===== config.mk =====
export PLATFORM = sky130hd
export DESIGN_NAME = ufm_mode_ctrl
export DESIGN_NICKNAME = d
export VERILOG_FILES = /design/src/include/ufm_pkg.sv /design/src/include/ufm_ctl_if.sv /design/src/rtl/ufm_watchdog.sv /design/src/rtl/ufm_thresh.sv /design/src/rtl/ufm_mode_ctrl.sv
export SDC_FILE = /design/constraint.sdc
export NUM_CORES = 1
export LEC_CHECK = 0
export BUFFER_PORTS_ARGS = -buffer_cell sky130_fd_sc_hd__buf_4
export CORE_MARGIN = 2
export CORE_UTILIZATION = 45
export CTS_CLUSTER_SIZE = 14
export DETAILED_ROUTE_END_ITERATION = 6
export HOLD_SLACK_MARGIN = 0.1
export PLACE_DENSITY = 0.69
export SETUP_SLACK_MARGIN = 0.1
export SLEW_MARGIN = 5
export SYNTH_ARGS = -nofsm -noshare
export SYNTH_HDL_FRONTEND = slang
export SYNTH_SLANG_ARGS = --single-unit

===== constraint.sdc =====
create_clock -name clk -period 3.5 [get_ports clk]
set_input_delay 0.35 -clock clk [delete_from_list [all_inputs] [get_ports clk]]
set_output_delay 0.35 -clock clk [all_outputs]
set_load 0.03 [all_outputs]

===== src/include/ufm_pkg.sv =====
// constants and types shared by the fifo interrupt mode control block
package ufm_pkg;
  // ----------------------------------------------------------------
  // register offsets
  // ----------------------------------------------------------------
  localparam logic [7:0] ADDR_MODE = 8'h20;
  localparam logic [7:0] ADDR_STAT = 8'h21;
  localparam logic [7:0] ADDR_MASK = 8'h22;
  localparam logic [7:0] ADDR_LEVEL = 8'h23;
  // ----------------------------------------------------------------
  // fifo_irq_mode_reg fields
  // ----------------------------------------------------------------
  localparam int BIT_WD_EN = 7;
  localparam int BIT_RX_THR_HI = 6;
  localparam int BIT_TX_THR_HI = 5;
  localparam int BIT_TX_THR_LO = 4;
  localparam int BIT_BIG = 3;
  localparam int BIT_BAUD_X2 = 2;
  localparam int BIT_RSVD = 1;
  localparam int BIT_BAUD_X1 = 0;
  localparam logic [7:0] MODE_WMASK = 8'hFD;
  // ----------------------------------------------------------------
  // status and mask fields
  // ----------------------------------------------------------------
  localparam int ST_RX = 0;
  localparam int ST_TX = 1;
  localparam int ST_WD = 2;
  // ----------------------------------------------------------------
  // reset values
  // ----------------------------------------------------------------
  localparam logic [7:0] MODE_RST = 8'h00;
  localparam logic [7:0] STAT_RST = 8'h00;
  localparam logic [7:0] MASK_RST = 8'h00;
  localparam logic [7:0] RDATA_RST = 8'h00;
  // ----------------------------------------------------------------
  // counts
  // ----------------------------------------------------------------
  localparam int WD_BIT_TIMES = 64;
  localparam int DEPTH_SMALL = 8;
  localparam int DEPTH_BIG = 256;
  // ----------------------------------------------------------------
  // watchdog states
  // ----------------------------------------------------------------
  typedef enum logic [1:0] {
    UFM_WD_IDLE = 2'b00,
    UFM_WD_COUNT = 2'b01,
    UFM_WD_EXPIRED = 2'b10
  } ufm_wd_e;
endpackage : ufm_pkg


===== src/include/ufm_ctl_if.sv =====
// control and result signals between the mode control top and its helpers
`timescale 1ns/1ps
`default_nettype none
interface ufm_ctl_if #(parameter int CW = 9);
  logic wd_en;
  logic access;
  logic bit_tick;
  logic rx_has_data;
  logic wd_expired;
  logic [1:0] rx_thr;
  logic [1:0] tx_thr;
  logic big;
  logic tx_en;
  logic [CW-1:0] rx_cnt;
  logic [CW-1:0] tx_cnt;
  logic rx_req;
  logic tx_req;
  modport top (output wd_en, access, bit_tick, rx_has_data, rx_thr, tx_thr, big, tx_en,
    rx_cnt, tx_cnt, input wd_expired, rx_req, tx_req);
  modport wdog (input wd_en, access, bit_tick, rx_has_data, output wd_expired);
  modport thr (input rx_thr, tx_thr, big, tx_en, rx_cnt, tx_cnt, output rx_req, tx_req);
endinterface : ufm_ctl_if
`default_nettype wire


===== src/rtl/ufm_watchdog.sv =====
// receive inactivity watchdog
`timescale 1ns/1ps
`default_nettype none
module ufm_watchdog import ufm_pkg::*; #(
  parameter int TICKS = WD_BIT_TIMES
) (
  // clock and reset
  input wire logic clk,
  input wire logic rstn,
  // controls and result
  ufm_ctl_if.wdog w
);
  localparam int CNTW = $clog2(TICKS + 1);

  if (TICKS < 2) begin : g_chk
    $error("ufm_watchdog: TICKS must be at least 2");
  end

  ufm_wd_e st_r;
  ufm_wd_e st_nxt;
  logic [CNTW-1:0] cnt_r;
  logic [CNTW-1:0] cnt_nxt;
  logic restart;

  // ----------------------------------------------------------------
  // state machine
  // ----------------------------------------------------------------
  always_comb begin
    restart = !w.wd_en || !w.rx_has_data || w.access;
    st_nxt = st_r;
    cnt_nxt = cnt_r;
    if (restart) begin
      st_nxt = (w.wd_en && w.rx_has_data) ? UFM_WD_COUNT : UFM_WD_IDLE;
      cnt_nxt = '0;
    end else begin
      case (st_r)
        UFM_WD_IDLE: begin
          st_nxt = UFM_WD_COUNT;
          cnt_nxt = w.bit_tick ? CNTW'(1) : '0;
        end
        UFM_WD_COUNT: begin
          if (w.bit_tick) begin
            if (cnt_r == CNTW'(TICKS - 1)) begin
              st_nxt = UFM_WD_EXPIRED;
              cnt_nxt = '0;
            end else begin
              cnt_nxt = cnt_r + CNTW'(1);
            end
          end
        end
        UFM_WD_EXPIRED: begin
          st_nxt = UFM_WD_EXPIRED;
        end
        default: begin
          st_nxt = UFM_WD_IDLE;
        end
      endcase
    end
  end

  always_ff @(posedge clk or negedge rstn) begin
    if (!rstn) begin
      st_r <= UFM_WD_IDLE;
      cnt_r <= '0;
    end else begin
      st_r <= st_nxt;
      cnt_r <= cnt_nxt;
    end
  end

  assign w.wd_expired = (st_r == UFM_WD_EXPIRED);

  // ----------------------------------------------------------------
  // checks
  // ----------------------------------------------------------------
  logic [CNTW-1:0] h_r;
  always_ff @(posedge clk or negedge rstn) begin
    if (!rstn) begin
      h_r <= '0;
    end else if (restart) begin
      h_r <= '0;
    end else if (w.bit_tick && h_r != CNTW'(TICKS)) begin
      h_r <= h_r + CNTW'(1);
    end
  end
endmodule : ufm_watchdog
`default_nettype wire


===== src/rtl/ufm_thresh.sv =====
// receive fill and transmit empty threshold compare
`timescale 1ns/1ps
`default_nettype none
module ufm_thresh import ufm_pkg::*; #(
  parameter int CW = 9
) (
  // clock and reset
  input wire logic clk,
  input wire logic rstn,
  // controls and result
  ufm_ctl_if.thr t
);
  if (DEPTH_BIG >= (1 << CW)) begin : g_chk
    $error("ufm_thresh: CW too narrow for the large fifo depth");
  end

  function automatic logic [CW-1:0] depth_of(input logic big);
    depth_of = big ? CW'(DEPTH_BIG) : CW'(DEPTH_SMALL);
  endfunction : depth_of

  // fill level that raises the receive request
  function automatic logic [CW-1:0] rx_level(input logic [1:0] code, input logic big);
    logic [CW-1:0] d;
    d = depth_of(big);
    case (code)
      2'b00: rx_level = CW'(1);
      2'b01: rx_level = d >> 1;
      2'b10: rx_level = d - (d >> 2);
      default: rx_level = d;
    endcase
  endfunction : rx_level

  // free positions needed for the transmit request
  function automatic logic [CW-1:0] tx_need(input logic [1:0] code, input logic big);
    logic [CW-1:0] d;
    d = depth_of(big);
    case (code)
      2'b00: tx_need = d;
      2'b01: tx_need = d - (d >> 2);
      2'b10: tx_need = d >> 1;
      default: tx_need = CW'(1);
    endcase
  endfunction : tx_need

  logic rx_req_r;
  logic rx_req_nxt;
  logic tx_req_r;
  logic tx_req_nxt;
  logic [CW-1:0] tx_free;

  // ----------------------------------------------------------------
  // compare
  // ----------------------------------------------------------------
  always_comb begin
    tx_free = (t.tx_cnt >= depth_of(t.big)) ? '0 : depth_of(t.big) - t.tx_cnt;
    rx_req_nxt = (t.rx_cnt >= rx_level(t.rx_thr, t.big));
    tx_req_nxt = t.tx_en && (tx_free >= tx_need(t.tx_thr, t.big));
  end

  always_ff @(posedge clk or negedge rstn) begin
    if (!rstn) begin
      rx_req_r <= 1'b0;
      tx_req_r <= 1'b0;
    end else begin
      rx_req_r <= rx_req_nxt;
      tx_req_r <= tx_req_nxt;
    end
  end

  assign t.rx_req = rx_req_r;
  assign t.tx_req = tx_req_r;
endmodule : ufm_thresh
`default_nettype wire


===== src/rtl/ufm_mode_ctrl.sv =====
// fifo interrupt mode control: mode register, thresholds, watchdog, interrupt
//
// Behaviour
// - mode bit 7 enables receive watchdog
// - watchdog fires after 64 quiet bit times
// - mode bit 6 is receive threshold msb
// - default receive threshold: request at one character
// - bits 5:4 set transmit free-space threshold
// - default transmit threshold: request only when empty
// - reset leaves transmit empty, request once enabled
// - one loaded character withdraws transmit request
// - bit 3 selects 8 or 256 depth
// - bit 2 selects second extended baud group
// - bit 1 reserved zero; bit 0 first group
`timescale 1ns/1ps
`default_nettype none
module ufm_mode_ctrl import ufm_pkg::*; #(
  parameter int CW = 9,
  parameter int WD_TICKS = WD_BIT_TIMES
) (
  // clock and reset
  input wire logic clk,
  input wire logic rstn,
  // register port
  input wire logic [7:0] reg_addr,
  input wire logic [7:0] reg_wdata,
  input wire logic reg_wr,
  input wire logic reg_rd,
  output logic [7:0] reg_rdata,
  // receive side
  input wire logic secondary_rx_thr_lo,
  input wire logic [CW-1:0] receive_queue_count,
  input wire logic receive_queue_access,
  input wire logic rx_bit_tick,
  // transmit side
  input wire logic [CW-1:0] tx_queue_count,
  input wire logic tx_enable,
  // mode outputs
  output logic rx_irq_req,
  output logic tx_irq_req,
  output logic fifo_big_mode,
  output logic baud_ext1,
  output logic baud_ext2,
  // interrupt
  output logic irq
);
  if (CW < 1 || DEPTH_BIG >= (1 << CW)) begin : g_chk
    $error("ufm_mode_ctrl: CW cannot hold the large fifo count");
  end

  // ----------------------------------------------------------------
  // state
  // ----------------------------------------------------------------
  logic [7:0] mode_r;
  logic [7:0] mode_nxt;
  logic [7:0] stat_r;
  logic [7:0] stat_nxt;
  logic [7:0] mask_r;
  logic [7:0] mask_nxt;
  logic [7:0] rdata_r;
  logic [7:0] rdata_nxt;
  logic rx_prev_r;
  logic tx_prev_r;
  logic wd_prev_r;
  logic [7:0] ev;
  logic [7:0] level;
  logic wr_mode;
  logic wr_mask;
  logic rd_stat;

  ufm_ctl_if #(.CW(CW)) ctl ();

  // ----------------------------------------------------------------
  // helpers
  // ----------------------------------------------------------------
  ufm_watchdog #(.TICKS(WD_TICKS)) u_wdog (
    .clk(clk),
    .rstn(rstn),
    .w(ctl.wdog)
  );

  ufm_thresh #(.CW(CW)) u_thr (
    .clk(clk),
    .rstn(rstn),
    .t(ctl.thr)
  );

  // ----------------------------------------------------------------
  // control routing
  // ----------------------------------------------------------------
  assign ctl.wd_en = mode_r[BIT_WD_EN];
  assign ctl.access = receive_queue_access;
  assign ctl.bit_tick = rx_bit_tick;
  assign ctl.rx_has_data = (receive_queue_count != '0);
  assign ctl.rx_thr = {mode_r[BIT_RX_THR_HI], secondary_rx_thr_lo};
  assign ctl.tx_thr = mode_r[BIT_TX_THR_HI:BIT_TX_THR_LO];
  assign ctl.big = mode_r[BIT_BIG];
  assign ctl.tx_en = tx_enable;
  assign ctl.rx_cnt = receive_queue_count;
  assign ctl.tx_cnt = tx_queue_count;

  // ----------------------------------------------------------------
  // register decode
  // ----------------------------------------------------------------
  function automatic logic hit(input logic [7:0] a, input logic [7:0] off);
    hit = (a == off);
  endfunction : hit

  always_comb begin
    wr_mode = reg_wr && hit(reg_addr, ADDR_MODE);
    wr_mask = reg_wr && hit(reg_addr, ADDR_MASK);
    rd_stat = reg_rd && hit(reg_addr, ADDR_STAT);
    ev = 8'h00;
    ev[ST_RX] = ctl.rx_req && !rx_prev_r;
    ev[ST_TX] = ctl.tx_req && !tx_prev_r;
    ev[ST_WD] = ctl.wd_expired && !wd_prev_r;
    level = 8'h00;
    level[ST_RX] = ctl.rx_req;
    level[ST_TX] = ctl.tx_req;
    level[ST_WD] = ctl.wd_expired;
  end

  // ----------------------------------------------------------------
  // register next values
  // ----------------------------------------------------------------
  always_comb begin
    mode_nxt = mode_r;
    mask_nxt = mask_r;
    if (wr_mode) begin
      mode_nxt = reg_wdata & MODE_WMASK;
    end
    if (wr_mask) begin
      mask_nxt = reg_wdata;
    end
    // read clears, a new event in the same cycle survives
    stat_nxt = (rd_stat ? STAT_RST : stat_r) | ev;
    rdata_nxt = RDATA_RST;
    if (reg_rd) begin
      case (reg_addr)
        ADDR_MODE: rdata_nxt = mode_r;
        ADDR_STAT: rdata_nxt = stat_r;
        ADDR_MASK: rdata_nxt = mask_r;
        ADDR_LEVEL: rdata_nxt = level;
        default: rdata_nxt = RDATA_RST;
      endcase
    end
  end

  always_ff @(posedge clk or negedge rstn) begin
    if (!rstn) begin
      mode_r <= MODE_RST;
      stat_r <= STAT_RST;
      mask_r <= MASK_RST;
      rdata_r <= RDATA_RST;
      rx_prev_r <= 1'b0;
      tx_prev_r <= 1'b0;
      wd_prev_r <= 1'b0;
    end else begin
      mode_r <= mode_nxt;
      stat_r <= stat_nxt;
      mask_r <= mask_nxt;
      rdata_r <= rdata_nxt;
      rx_prev_r <= ctl.rx_req;
      tx_prev_r <= ctl.tx_req;
      wd_prev_r <= ctl.wd_expired;
    end
  end

  // ----------------------------------------------------------------
  // outputs
  // ----------------------------------------------------------------
  assign reg_rdata = rdata_r;
  assign rx_irq_req = ctl.rx_req || ctl.wd_expired;
  assign tx_irq_req = ctl.tx_req;
  assign fifo_big_mode = mode_r[BIT_BIG];
  assign baud_ext1 = mode_r[BIT_BAUD_X1];
  assign baud_ext2 = mode_r[BIT_BAUD_X2];
  assign irq = |(stat_r & mask_r);
endmodule : ufm_mode_ctrl
`default_nettype wire


==> results of run 1 <==
## kinds of logic (layout without fill, tap and decap cells)
kind of cell    count (synthesis)  count (layout)  share of synthesized area
mux                            27              27                      0.131
compound gates                 32              32                     0.0820
buf+inv                        21              79                     0.0325
xor+xnor                        9               9                     0.0325
simple gates                   93              93                      0.201
fa+ha+maj                      21              21                      0.108
flops                          40              40                      0.413
## sequential cells by signal (all words and copies together) (netlist names)
| signal | flops |
|---|---|
| mask_r | 8 |
| reg_rdata | 8 |
| mode_r | 7 |
| u_wdog.cnt_r | 7 |
| stat_r | 3 |
| u_wdog.st_r | 2 |
| rx_prev_r | 1 |
| tx_prev_r | 1 |
| u_thr.t.rx_req | 1 |
| u_thr.t.tx_req | 1 |
| wd_prev_r | 1 |
## per-layer routing
metal  GRT usage  wire length, microns  vias up
met5           0                     0        -
met4      0.0536                    65        0
met3      0.0372                   223        6
met2       0.290                  2280       54
met1       0.243                  2340      890
li1            -                     -      979
## synthesized netlist by cell type, types with 2 or more instances
| cell type | instances | share of area |
|---|---|---|
| nand2b_1 | 3 | 0.0077 |
| nor4_1 | 3 | 0.0077 |
| nor3_1 | 4 | 0.0083 |
| ha_1 | 21 | 0.11 |
| xor2_1 | 5 | 0.018 |
| and2_1 | 2 | 0.0052 |
| o211ai_1 | 2 | 0.0062 |
| clkbuf_1 | 5 | 0.0077 |
| o21ai_1 | 4 | 0.0083 |
| and2b_1 | 2 | 0.0062 |
| a31oi_1 | 2 | 0.0052 |
| nor2_1 | 23 | 0.036 |
| nand3b_1 | 3 | 0.0093 |
| a21oi_1 | 9 | 0.019 |
| inv_1 | 15 | 0.023 |
| mux2_2 | 17 | 0.079 |
| o21ai_0 | 7 | 0.014 |
| mux4_2 | 2 | 0.019 |
| dfrtp_1 | 40 | 0.41 |
| nand4_1 | 2 | 0.0052 |
| or3_1 | 5 | 0.013 |
| nand3_1 | 13 | 0.027 |
| nand2_1 | 21 | 0.033 |
| mux2i_1 | 8 | 0.033 |
| xnor2_1 | 4 | 0.014 |
## layout make-up
cell class / count / area (sq um)
Inverter: 15 / 56.3
Timing Repair Buffer: 57 / 430
Sequential cell: 40 / 1000
Multi-Input combinational cell: 182 / 1350
Clock buffer: 6 / 72.6
Fill cell: 477 / 2140
Tap cell: 70 / 87.6
Clock inverter: 1 / 5.00
## worst max-delay path, stage by stage (launching register included)
cell and delay (ps):
dfrtp_1 380, inv_1 140, ha_1 280, nor4b_1 160, o211a_1 200, o21ai_1 340
inv_1 90, and2_1 170, ha_1 280, nand2_1 60, o21ai_0 70, nand3_1 80
a21oi_1 60, a211o_1 220
## metrics by stage
step | power [uW] | worst slack (ps) | utilization | area (sq um) | hold WS (ps)
2_1_floorplan | 589 | 506 | - | 2420 | 54.4
3_3_place_gp | 668 | 883 | 0.566 | 2910 | 356
3_5_place_dp | 672 | 837 | 0.566 | 2910 | 354
4_1_cts | 955 | 829 | 0.583 | 3000 | 282
5_1_grt | 1000 | 575 | 0.583 | 3000 | 292
6_report | 943 | 838 | 0.583 | 3000 | 292
## layout by cell type, fill, tap and decap left out, drive strengths merged, types with 2 or more instances in the layout
master,n
a21oi,9
a31oi,2
and2,2
and2b,2
buf,56
clkbuf,6
dfrtp,40
ha,21
inv,15
mux2,17
mux2i,8
mux4,2
nand2,21
nand2b,3
nand3,13
nand3b,3
nand4,2
nor2,24
nor3,4
nor4,3
o211ai,2
o21ai,11
or3,5
or4b,2
xnor2,4
xor2,5
## power breakdown
part           total (uW)  switching [uW]  internal [uW]
Clock                 281             146            135
Combinational         171            85.1           86.2
Sequential            490            13.1            477
Total                 943             244            699
## worst max path at each step
stage,endpoint,startpoint
finish,u_thr.t.tx_req,mode_r[3]
global route,u_thr.t.tx_req,mode_r[3]
CTS,u_thr.t.tx_req,mode_r[3]
detailed placement,u_thr.t.tx_req,mode_r[3]
global placement,u_thr.t.tx_req,tx_queue_count[3]
floorplan,u_thr.t.tx_req,mode_r[3]
==> reports/metrics.yaml, run 1 <==
sta:
  fin_skew_ps: 6.37
  finalSetupViolations: 0
  post-route-period-util: 0.761
  slew_violations: 0
  finalSetupTns_ps: 0
  clock.fmax_mhz: 376
  tightest_slew_ps: 505
  period_minus_slack_ps: 2660
  rsz0062_at_grt: "no"
  slew_headroom: 0.659
  finalHoldViolCount: 0
place:
  port_buffers: 55
  dp.cells: 363
  gp_congestion: 0.837
  dpl.hpwl_mm: 3.95
route:
  drt-total-wl_mm: 4.92
  ant_nets: 0
  vias: 1929
  drc: 0
  dr.pass1.iters: 4
  drt_iter0_drc: 100
  wire_per_inst_microns: 13.3
  avgViaCountPerCell: 5.20
synth:
  synth_seq_area_share: 0.413
  ys.flop_type: "dfrtp_1"
  synthesis.nets: 306
  synthesis.area_sq_um: 2420
  yosysWarnings: 0
  synth.distinct_cells: 46
  synth-seq-cells: 40
  post_synth.cell_area_avg_sq_um: 9.98
  synthArstFlopShare: 1.00
  postSynthCellCount: 243
  synth_edf_count: 0
clock_network:
  numCtsBuffers: 5
  cts_tree: "done"
  clock-sinks: 40
  ctsRootBufferMaster: "clkbuf_8"
  h-tree-depth: 2
  cts_setup_buffers: 0
  cts.path.max_buffers: 2
  clock_latency_ps: 290
  clk_pin_slew_ps: 70
  cts_resized: 0
  holdBufCountCts: 1
hold_path:
  hold_path_class: "in -> reg"
  hold_path_depth: 2
  min_to: "u_thr.t.tx_req"
  hold_start: "tx_enable"
setup_path:
  worstPathArrival_ps: 2840
  start_kind: "register"
  end_kind: "register"
  path_max_fanout: 7
  reg2reg_depth: 13
  r2r_start: "mode_r[3]"
  worstPathRequired_ps: 3680
  r2r_setup_slack_ps: 840
  rr_endpoint: "u_thr.t.tx_req"
  worstSetupPathType: "reg -> reg"
floorplan:
  dieWidth_microns: 77.4
  ios: 56
  dieArea_sq_um: 5990
  die-height_microns: 77.4
  num_rows: 26
  core_area_sq_um: 5140
  start_util: 0.472
global_routing:
  antenna_found_initial: 0
  grt_max_degree: 41
  track_usage: 0.179
  grt_pass1_wl_mm: 8.61
  grt-ovfl-total: 0
  first_global_vias: 1877
power_and_ir_drop:
  p_per_area_nw_per_um2: 314
  p_leak_uw: 0.00149
  vdd_drop_max_mv: 0.140
cells_and_area:
  drive_above_1_share: 0.286
  final_nets: 364
  antennaDiodeCount: 0
  area_growth_pct: 23.6
  fin_cells: 371
run:
  drv_cap: 0
outcome:
  status: "finished clean"
Power figures use the tool's default switching activity.
==> run 2, diff against run 1 <==
--- a/config.mk
+++ b/config.mk
@@ -11,7 +11,7 @@
 export CTS_CLUSTER_SIZE = 14
 export DETAILED_ROUTE_END_ITERATION = 6
 export HOLD_SLACK_MARGIN = 0.1
-export PLACE_DENSITY = 0.69
+export PLACE_DENSITY = 0.71
 export SETUP_SLACK_MARGIN = 0.1
 export SLEW_MARGIN = 5
 export SYNTH_ARGS = -nofsm -noshare
==> constraint.sdc (replaced) <==
create_clock -name clk -period 2.3 [get_ports clk]
set_input_delay 0.23 -clock clk [delete_from_list [all_inputs] [get_ports clk]]
set_output_delay 0.23 -clock clk [all_outputs]
set_load 0.03 [all_outputs]
==> reports/metrics.yaml, run 2 (synthesis gave the netlist of run 1 again) <==
outcome:
  status: "complete, but fails checks"
  violations: "negative setup slack"
power_and_ir_drop:
  p_leak_uw: 0.00153
  vdd_drop_max_mv: 0.219
  p_per_area_nw_per_um2: 484
cells_and_area:
  multiInputGateArea_sq_um: 1390
  final_nets: 370
  fillers: 457
  most-common-layout-cells: "buf_4 (62), dfrtp_1 (39), nor2_1 (23)"
  final_common_cell: "buf_4"
  final_cell_area_sq_um: 3110
  regArea_sq_um: 1000
  utilization: 0.604
  antennaDiodeCount: 0
  fin_cells: 378
  drive_above_1_share: 0.325
  area_growth_pct: 28.1
setup_path:
  crit_chain: "inv_6 > ha_4 > nor4b_4 > o211a_1 > o21ai_4 > buf_4 > nor2_1 > ha_1 > a21o_1 > a211o_1"
  cpMaxStageDelayCell: "dfrtp_2"
  end_kind: "register"
  path_max_fanout: 5
  worstPathArrival_ps: 2510
  max_stage_delay_ps: 440
  start_kind: "register"
  worstSetupPathType: "reg -> reg"
  worstPathRequired_ps: 2480
  reg2reg_depth: 10
global_routing:
  grt-ovfl-total: 0
  antenna_found_initial: 0
  grt_max_degree: 41
  first_global_vias: 1967
  track_usage: 0.182
  grt_pass1_wl_mm: 8.69
floorplan:
  die-height_microns: 77.4
  start_util: 0.472
  core_area_sq_um: 5140
  ios: 56
  num_rows: 26
  dieWidth_microns: 77.4
  dieArea_sq_um: 5990
sta:
  layout_setup_ws_ps: -27.4
  rsz0062_at_grt: "yes"
  fin_skew_ps: 2.43
  tightest_slew_ps: 512
  finalSetupTns_ps: -27.4
  period_minus_slack_ps: 2330
  clock.fmax_mhz: 430
  finalSetupViolations: 1
  finalHoldViolCount: 0
  slew_headroom: 0.655
  slew_violations: 0
  post-route-period-util: 1.01
place:
  port_buffers: 55
  dpl.hpwl_mm: 4.01
  dp.cells: 368
  place_area_sq_um: 2990
  gp_congestion: 0.822
clock_network:
  h-tree-depth: 2
  clock_latency_ps: 290
  clock-sinks: 40
  numCtsBuffers: 5
  clk_pin_slew_ps: 70
  cts.path.max_buffers: 2
  ctsRootBufferMaster: "clkbuf_8"
  cts_tree: "done"
route:
  drt_iter0_drc: 155
  drt-total-wl_mm: 5.04
  wire_per_inst_microns: 13.3
  vias: 1963
  dr.pass1.iters: 4
  drc: 0
  ant_nets: 0
  avgViaCountPerCell: 5.19
run:
  drv_cap: 0
hold_path:
  hold_path_class: "in -> reg"
  hold_path_depth: 2
==> run 2: power by group <==
group / leakage (uW) / internal (uW) / switching, uW / total [uW]
Combinational: 0.000955 / 142 / 135 / 277
Sequential: 0.000532 / 726 / 20.3 / 747
Clock: 0.0000455 / 245 / 233 / 477
==> run 2: final cells by class <==
type                            count  share of cell area
Inverter                           15              0.0197
Clock buffer                        8              0.0290
Timing Repair Buffer               63               0.153
Tap cell                           70              0.0282
Sequential cell                    40               0.323
Multi-Input combinational cell    182               0.447
==> run 2: path summary, 6_finish.rpt <==
path	from	endpoint	slack [ps]
max	mode_r[3]	u_thr.t.tx_req	-30
min	tx_enable	u_thr.t.tx_req	170
max reg2reg	mode_r[3]	u_thr.t.tx_req	-30
min reg2reg	tx_prev_r	stat_r[1]	410
max in group asynchronous	rstn	mode_r[3]	1490
min in group asynchronous	rstn	u_wdog.cnt_r[5]	450
==> run 2: metal layers <==
| metal | vias to the layer above | track usage | wire, microns |
|---|---|---|---|
| met5 | - | 0 | 0 |
| met1 | 915 | 0.227 | 2210 |
| li1 | 988 | - | - |
| met2 | 53 | 0.312 | 2480 |
| met4 | 0 | 0.0607 | 71 |
| met3 | 7 | 0.0395 | 274 |
==> run 2: per-stage QoR <==
step / hold slack, ps / setup WS [ps] / power, uW
2_1_floorplan: -65.6 / -201 / 906
4_1_cts: 167 / -18.6 / 1520
3_5_place_dp: 232 / -98.9 / 1040
6_report: 175 / -27.4 / 1500
5_1_grt: 166 / -132 / 1580
3_3_place_gp: 233 / -33.7 / 1030
==> run 2: worst max-delay path, delay by kind of cell, from the launching register on <==
family          cells  cell delay [ps]
compound gates      4              900
fa+ha+maj           2              500
flops               1              440
buf+inv             2              210
simple gates        2              170
==> run 2: timing repair <==
item	in CTS	in global routing
hold buffers	1	0
pin swaps	4	0
buffers inserted	1	0
gates resized for setup	0	3
hold endpoints to repair	40	0
setup endpoints to repair	1	1
==> run 3, diff against run 2 <==
--- a/config.mk
+++ b/config.mk
@@ -12,6 +12,7 @@
 export DETAILED_ROUTE_END_ITERATION = 6
 export HOLD_SLACK_MARGIN = 0.1
 export PLACE_DENSITY = 0.71
+export REMOVE_ABC_BUFFERS = 1
 export SETUP_SLACK_MARGIN = 0.1
 export SLEW_MARGIN = 5
 export SYNTH_ARGS = -nofsm -noshare
==> reports/metrics.yaml, run 3 (synthesis gave the netlist of run 1 again) <==
setup_path:
  worstSetupPathType: "reg -> reg"
  r2r_setup_slack_ps: 40
  rr_endpoint: "u_thr.t.tx_req"
  worstPathRequired_ps: 2480
  path_max_fanout: 3
  reg2reg_depth: 12
  worstPathArrival_ps: 2440
  end_kind: "register"
  r2r_start: "mode_r[3]"
  start_kind: "register"
sta:
  finalHoldViolCount: 0
  fin_skew_ps: 3.69
  period_minus_slack_ps: 2260
  post-route-period-util: 0.983
  slew_headroom: 0.621
  tightest_slew_ps: 561
  finalSetupViolations: 0
  slew_violations: 0
  clock.fmax_mhz: 442
  rsz0062_at_grt: "yes"
route:
  ant_nets: 0
  wire_per_inst_microns: 13.8
  avgViaCountPerCell: 5.28
  drt_iter0_drc: 115
  vias: 2005
  dr.pass1.iters: 4
  drt-total-wl_mm: 5.23
  drc: 0
hold_path:
  hold_path_class: "in -> reg"
  min_to: "u_thr.t.tx_req"
  hold_path_depth: 2
  hold_start: "tx_enable"
global_routing:
  track_usage: 0.188
  grt-ovfl-total: 0
  grt_pass1_wl_mm: 9.03
  grt_max_degree: 41
  antenna_found_initial: 0
  first_global_vias: 1974
clock_network:
  clock_latency_ps: 290
  ctsRootBufferMaster: "clkbuf_8"
  cts.path.max_buffers: 2
  cts_setup_buffers: 0
  clock-sinks: 40
  clk_pin_slew_ps: 70
  numCtsBuffers: 5
  h-tree-depth: 2
  cts_tree: "done"
cells_and_area:
  final_common_cell: "buf_4"
  antennaDiodeCount: 0
  drive_above_1_share: 0.339
  final_nets: 372
  most-common-layout-cells: "buf_4 (63), dfrtp_1 (40), nand2_1 (21)"
  utilization: 0.613
  area_growth_pct: 30.0
power_and_ir_drop:
  p_per_area_nw_per_um2: 477
  p_leak_uw: 0.00155
  finalPower_uw: 1500
  vdd_drop_max_mv: 0.212
floorplan:
  die-height_microns: 77.4
  dieWidth_microns: 77.4
  ios: 56
  start_util: 0.472
  core_area_sq_um: 5140
  num_rows: 26
  dieArea_sq_um: 5990
run:
  drv_cap: 0
place:
  gp_congestion: 0.842
  port_buffers: 55
  dpl.hpwl_mm: 4.13
outcome:
  status: "finished clean"
[run 3: worst max-delay path by stage]
stage / start / endpoint / slack [ps] / depth (start not counted)
floorplan: mode_r[3] / u_thr.t.tx_req / -580 / 13
global placement: mode_r[3] / u_thr.t.tx_req / -40 / 13
detailed placement: mode_r[3] / u_thr.t.tx_req / -130 / 13
CTS: mode_r[3] / u_thr.t.tx_req / 20 / 11
global route: mode_r[3] / u_thr.t.tx_req / -100 / 12
finish: mode_r[3] / u_thr.t.tx_req / 40 / 12
[run 3: stage by stage]
stage / cell area [sq um] / cells / worst slack, ps / hold WS (ps) / setup TNS [ps]
finish: 3150 / 380 / 38.5 / 175 / 0
global route: 3150 / 380 / -103 / 168 / -103
CTS: 3150 / 380 / 15.7 / 169 / 0
detailed placement: 2970 / 371 / -132 / 236 / -132
global placement: 2970 / 371 / -39.9 / 233 / -39.9
floorplan: 2400 / 237 / -581 / -65.6 / -581
[run 3: layer usage]
| layer | track usage | wire (microns) | vias to the layer above |
|---|---|---|---|
| met5 | 0 | 0 | - |
| met4 | 0.0714 | 111 | 0 |
| met3 | 0.0535 | 333 | 10 |
| met2 | 0.289 | 2310 | 76 |
| met1 | 0.252 | 2480 | 926 |
| li1 | - | - | 993 |
[run 3: critical path: stages, from the launching register on]
cell and delay (ps):
dfrtp_1 390, inv_2 80, ha_4 210, nor4b_4 130, o211a_1 210, o21ai_2 170, nor2_1 80, ha_1 310
a21oi_1 130, o21ai_1 80, nand3_1 70, a21oi_1 60, a211o_1 220
[run 3: power by group]
part | leakage, uW | internal (uW) | switching [uW]
combinational | 0.000969 | 145 | 139
sequential | 0.000534 | 726 | 19.9
clock | 0.0000455 | 245 | 230
[run 3: area by class of cell]
| cell class | instances | area, sq um |
|---|---|---|
| inverter | 15 | 56.3 |
| tap | 70 | 87.6 |
| fill | 472 | 1990 |
| clock buffer | 8 | 90.1 |
| multi-input combinational | 182 | 1420 |
| timing repair buffer | 65 | 494 |
| sequential | 40 | 1000 |
[run 3: repair_timing]
| item | 4_1_cts | 5_1_grt |
|---|---|---|
| hold buffers | 1 | 0 |
| hold endpoints to repair | 40 | 0 |
| pin swaps | 15 | 6 |
| endpoints found under the setup margin | 1 | 1 |
| resized for setup | 14 | 0 |
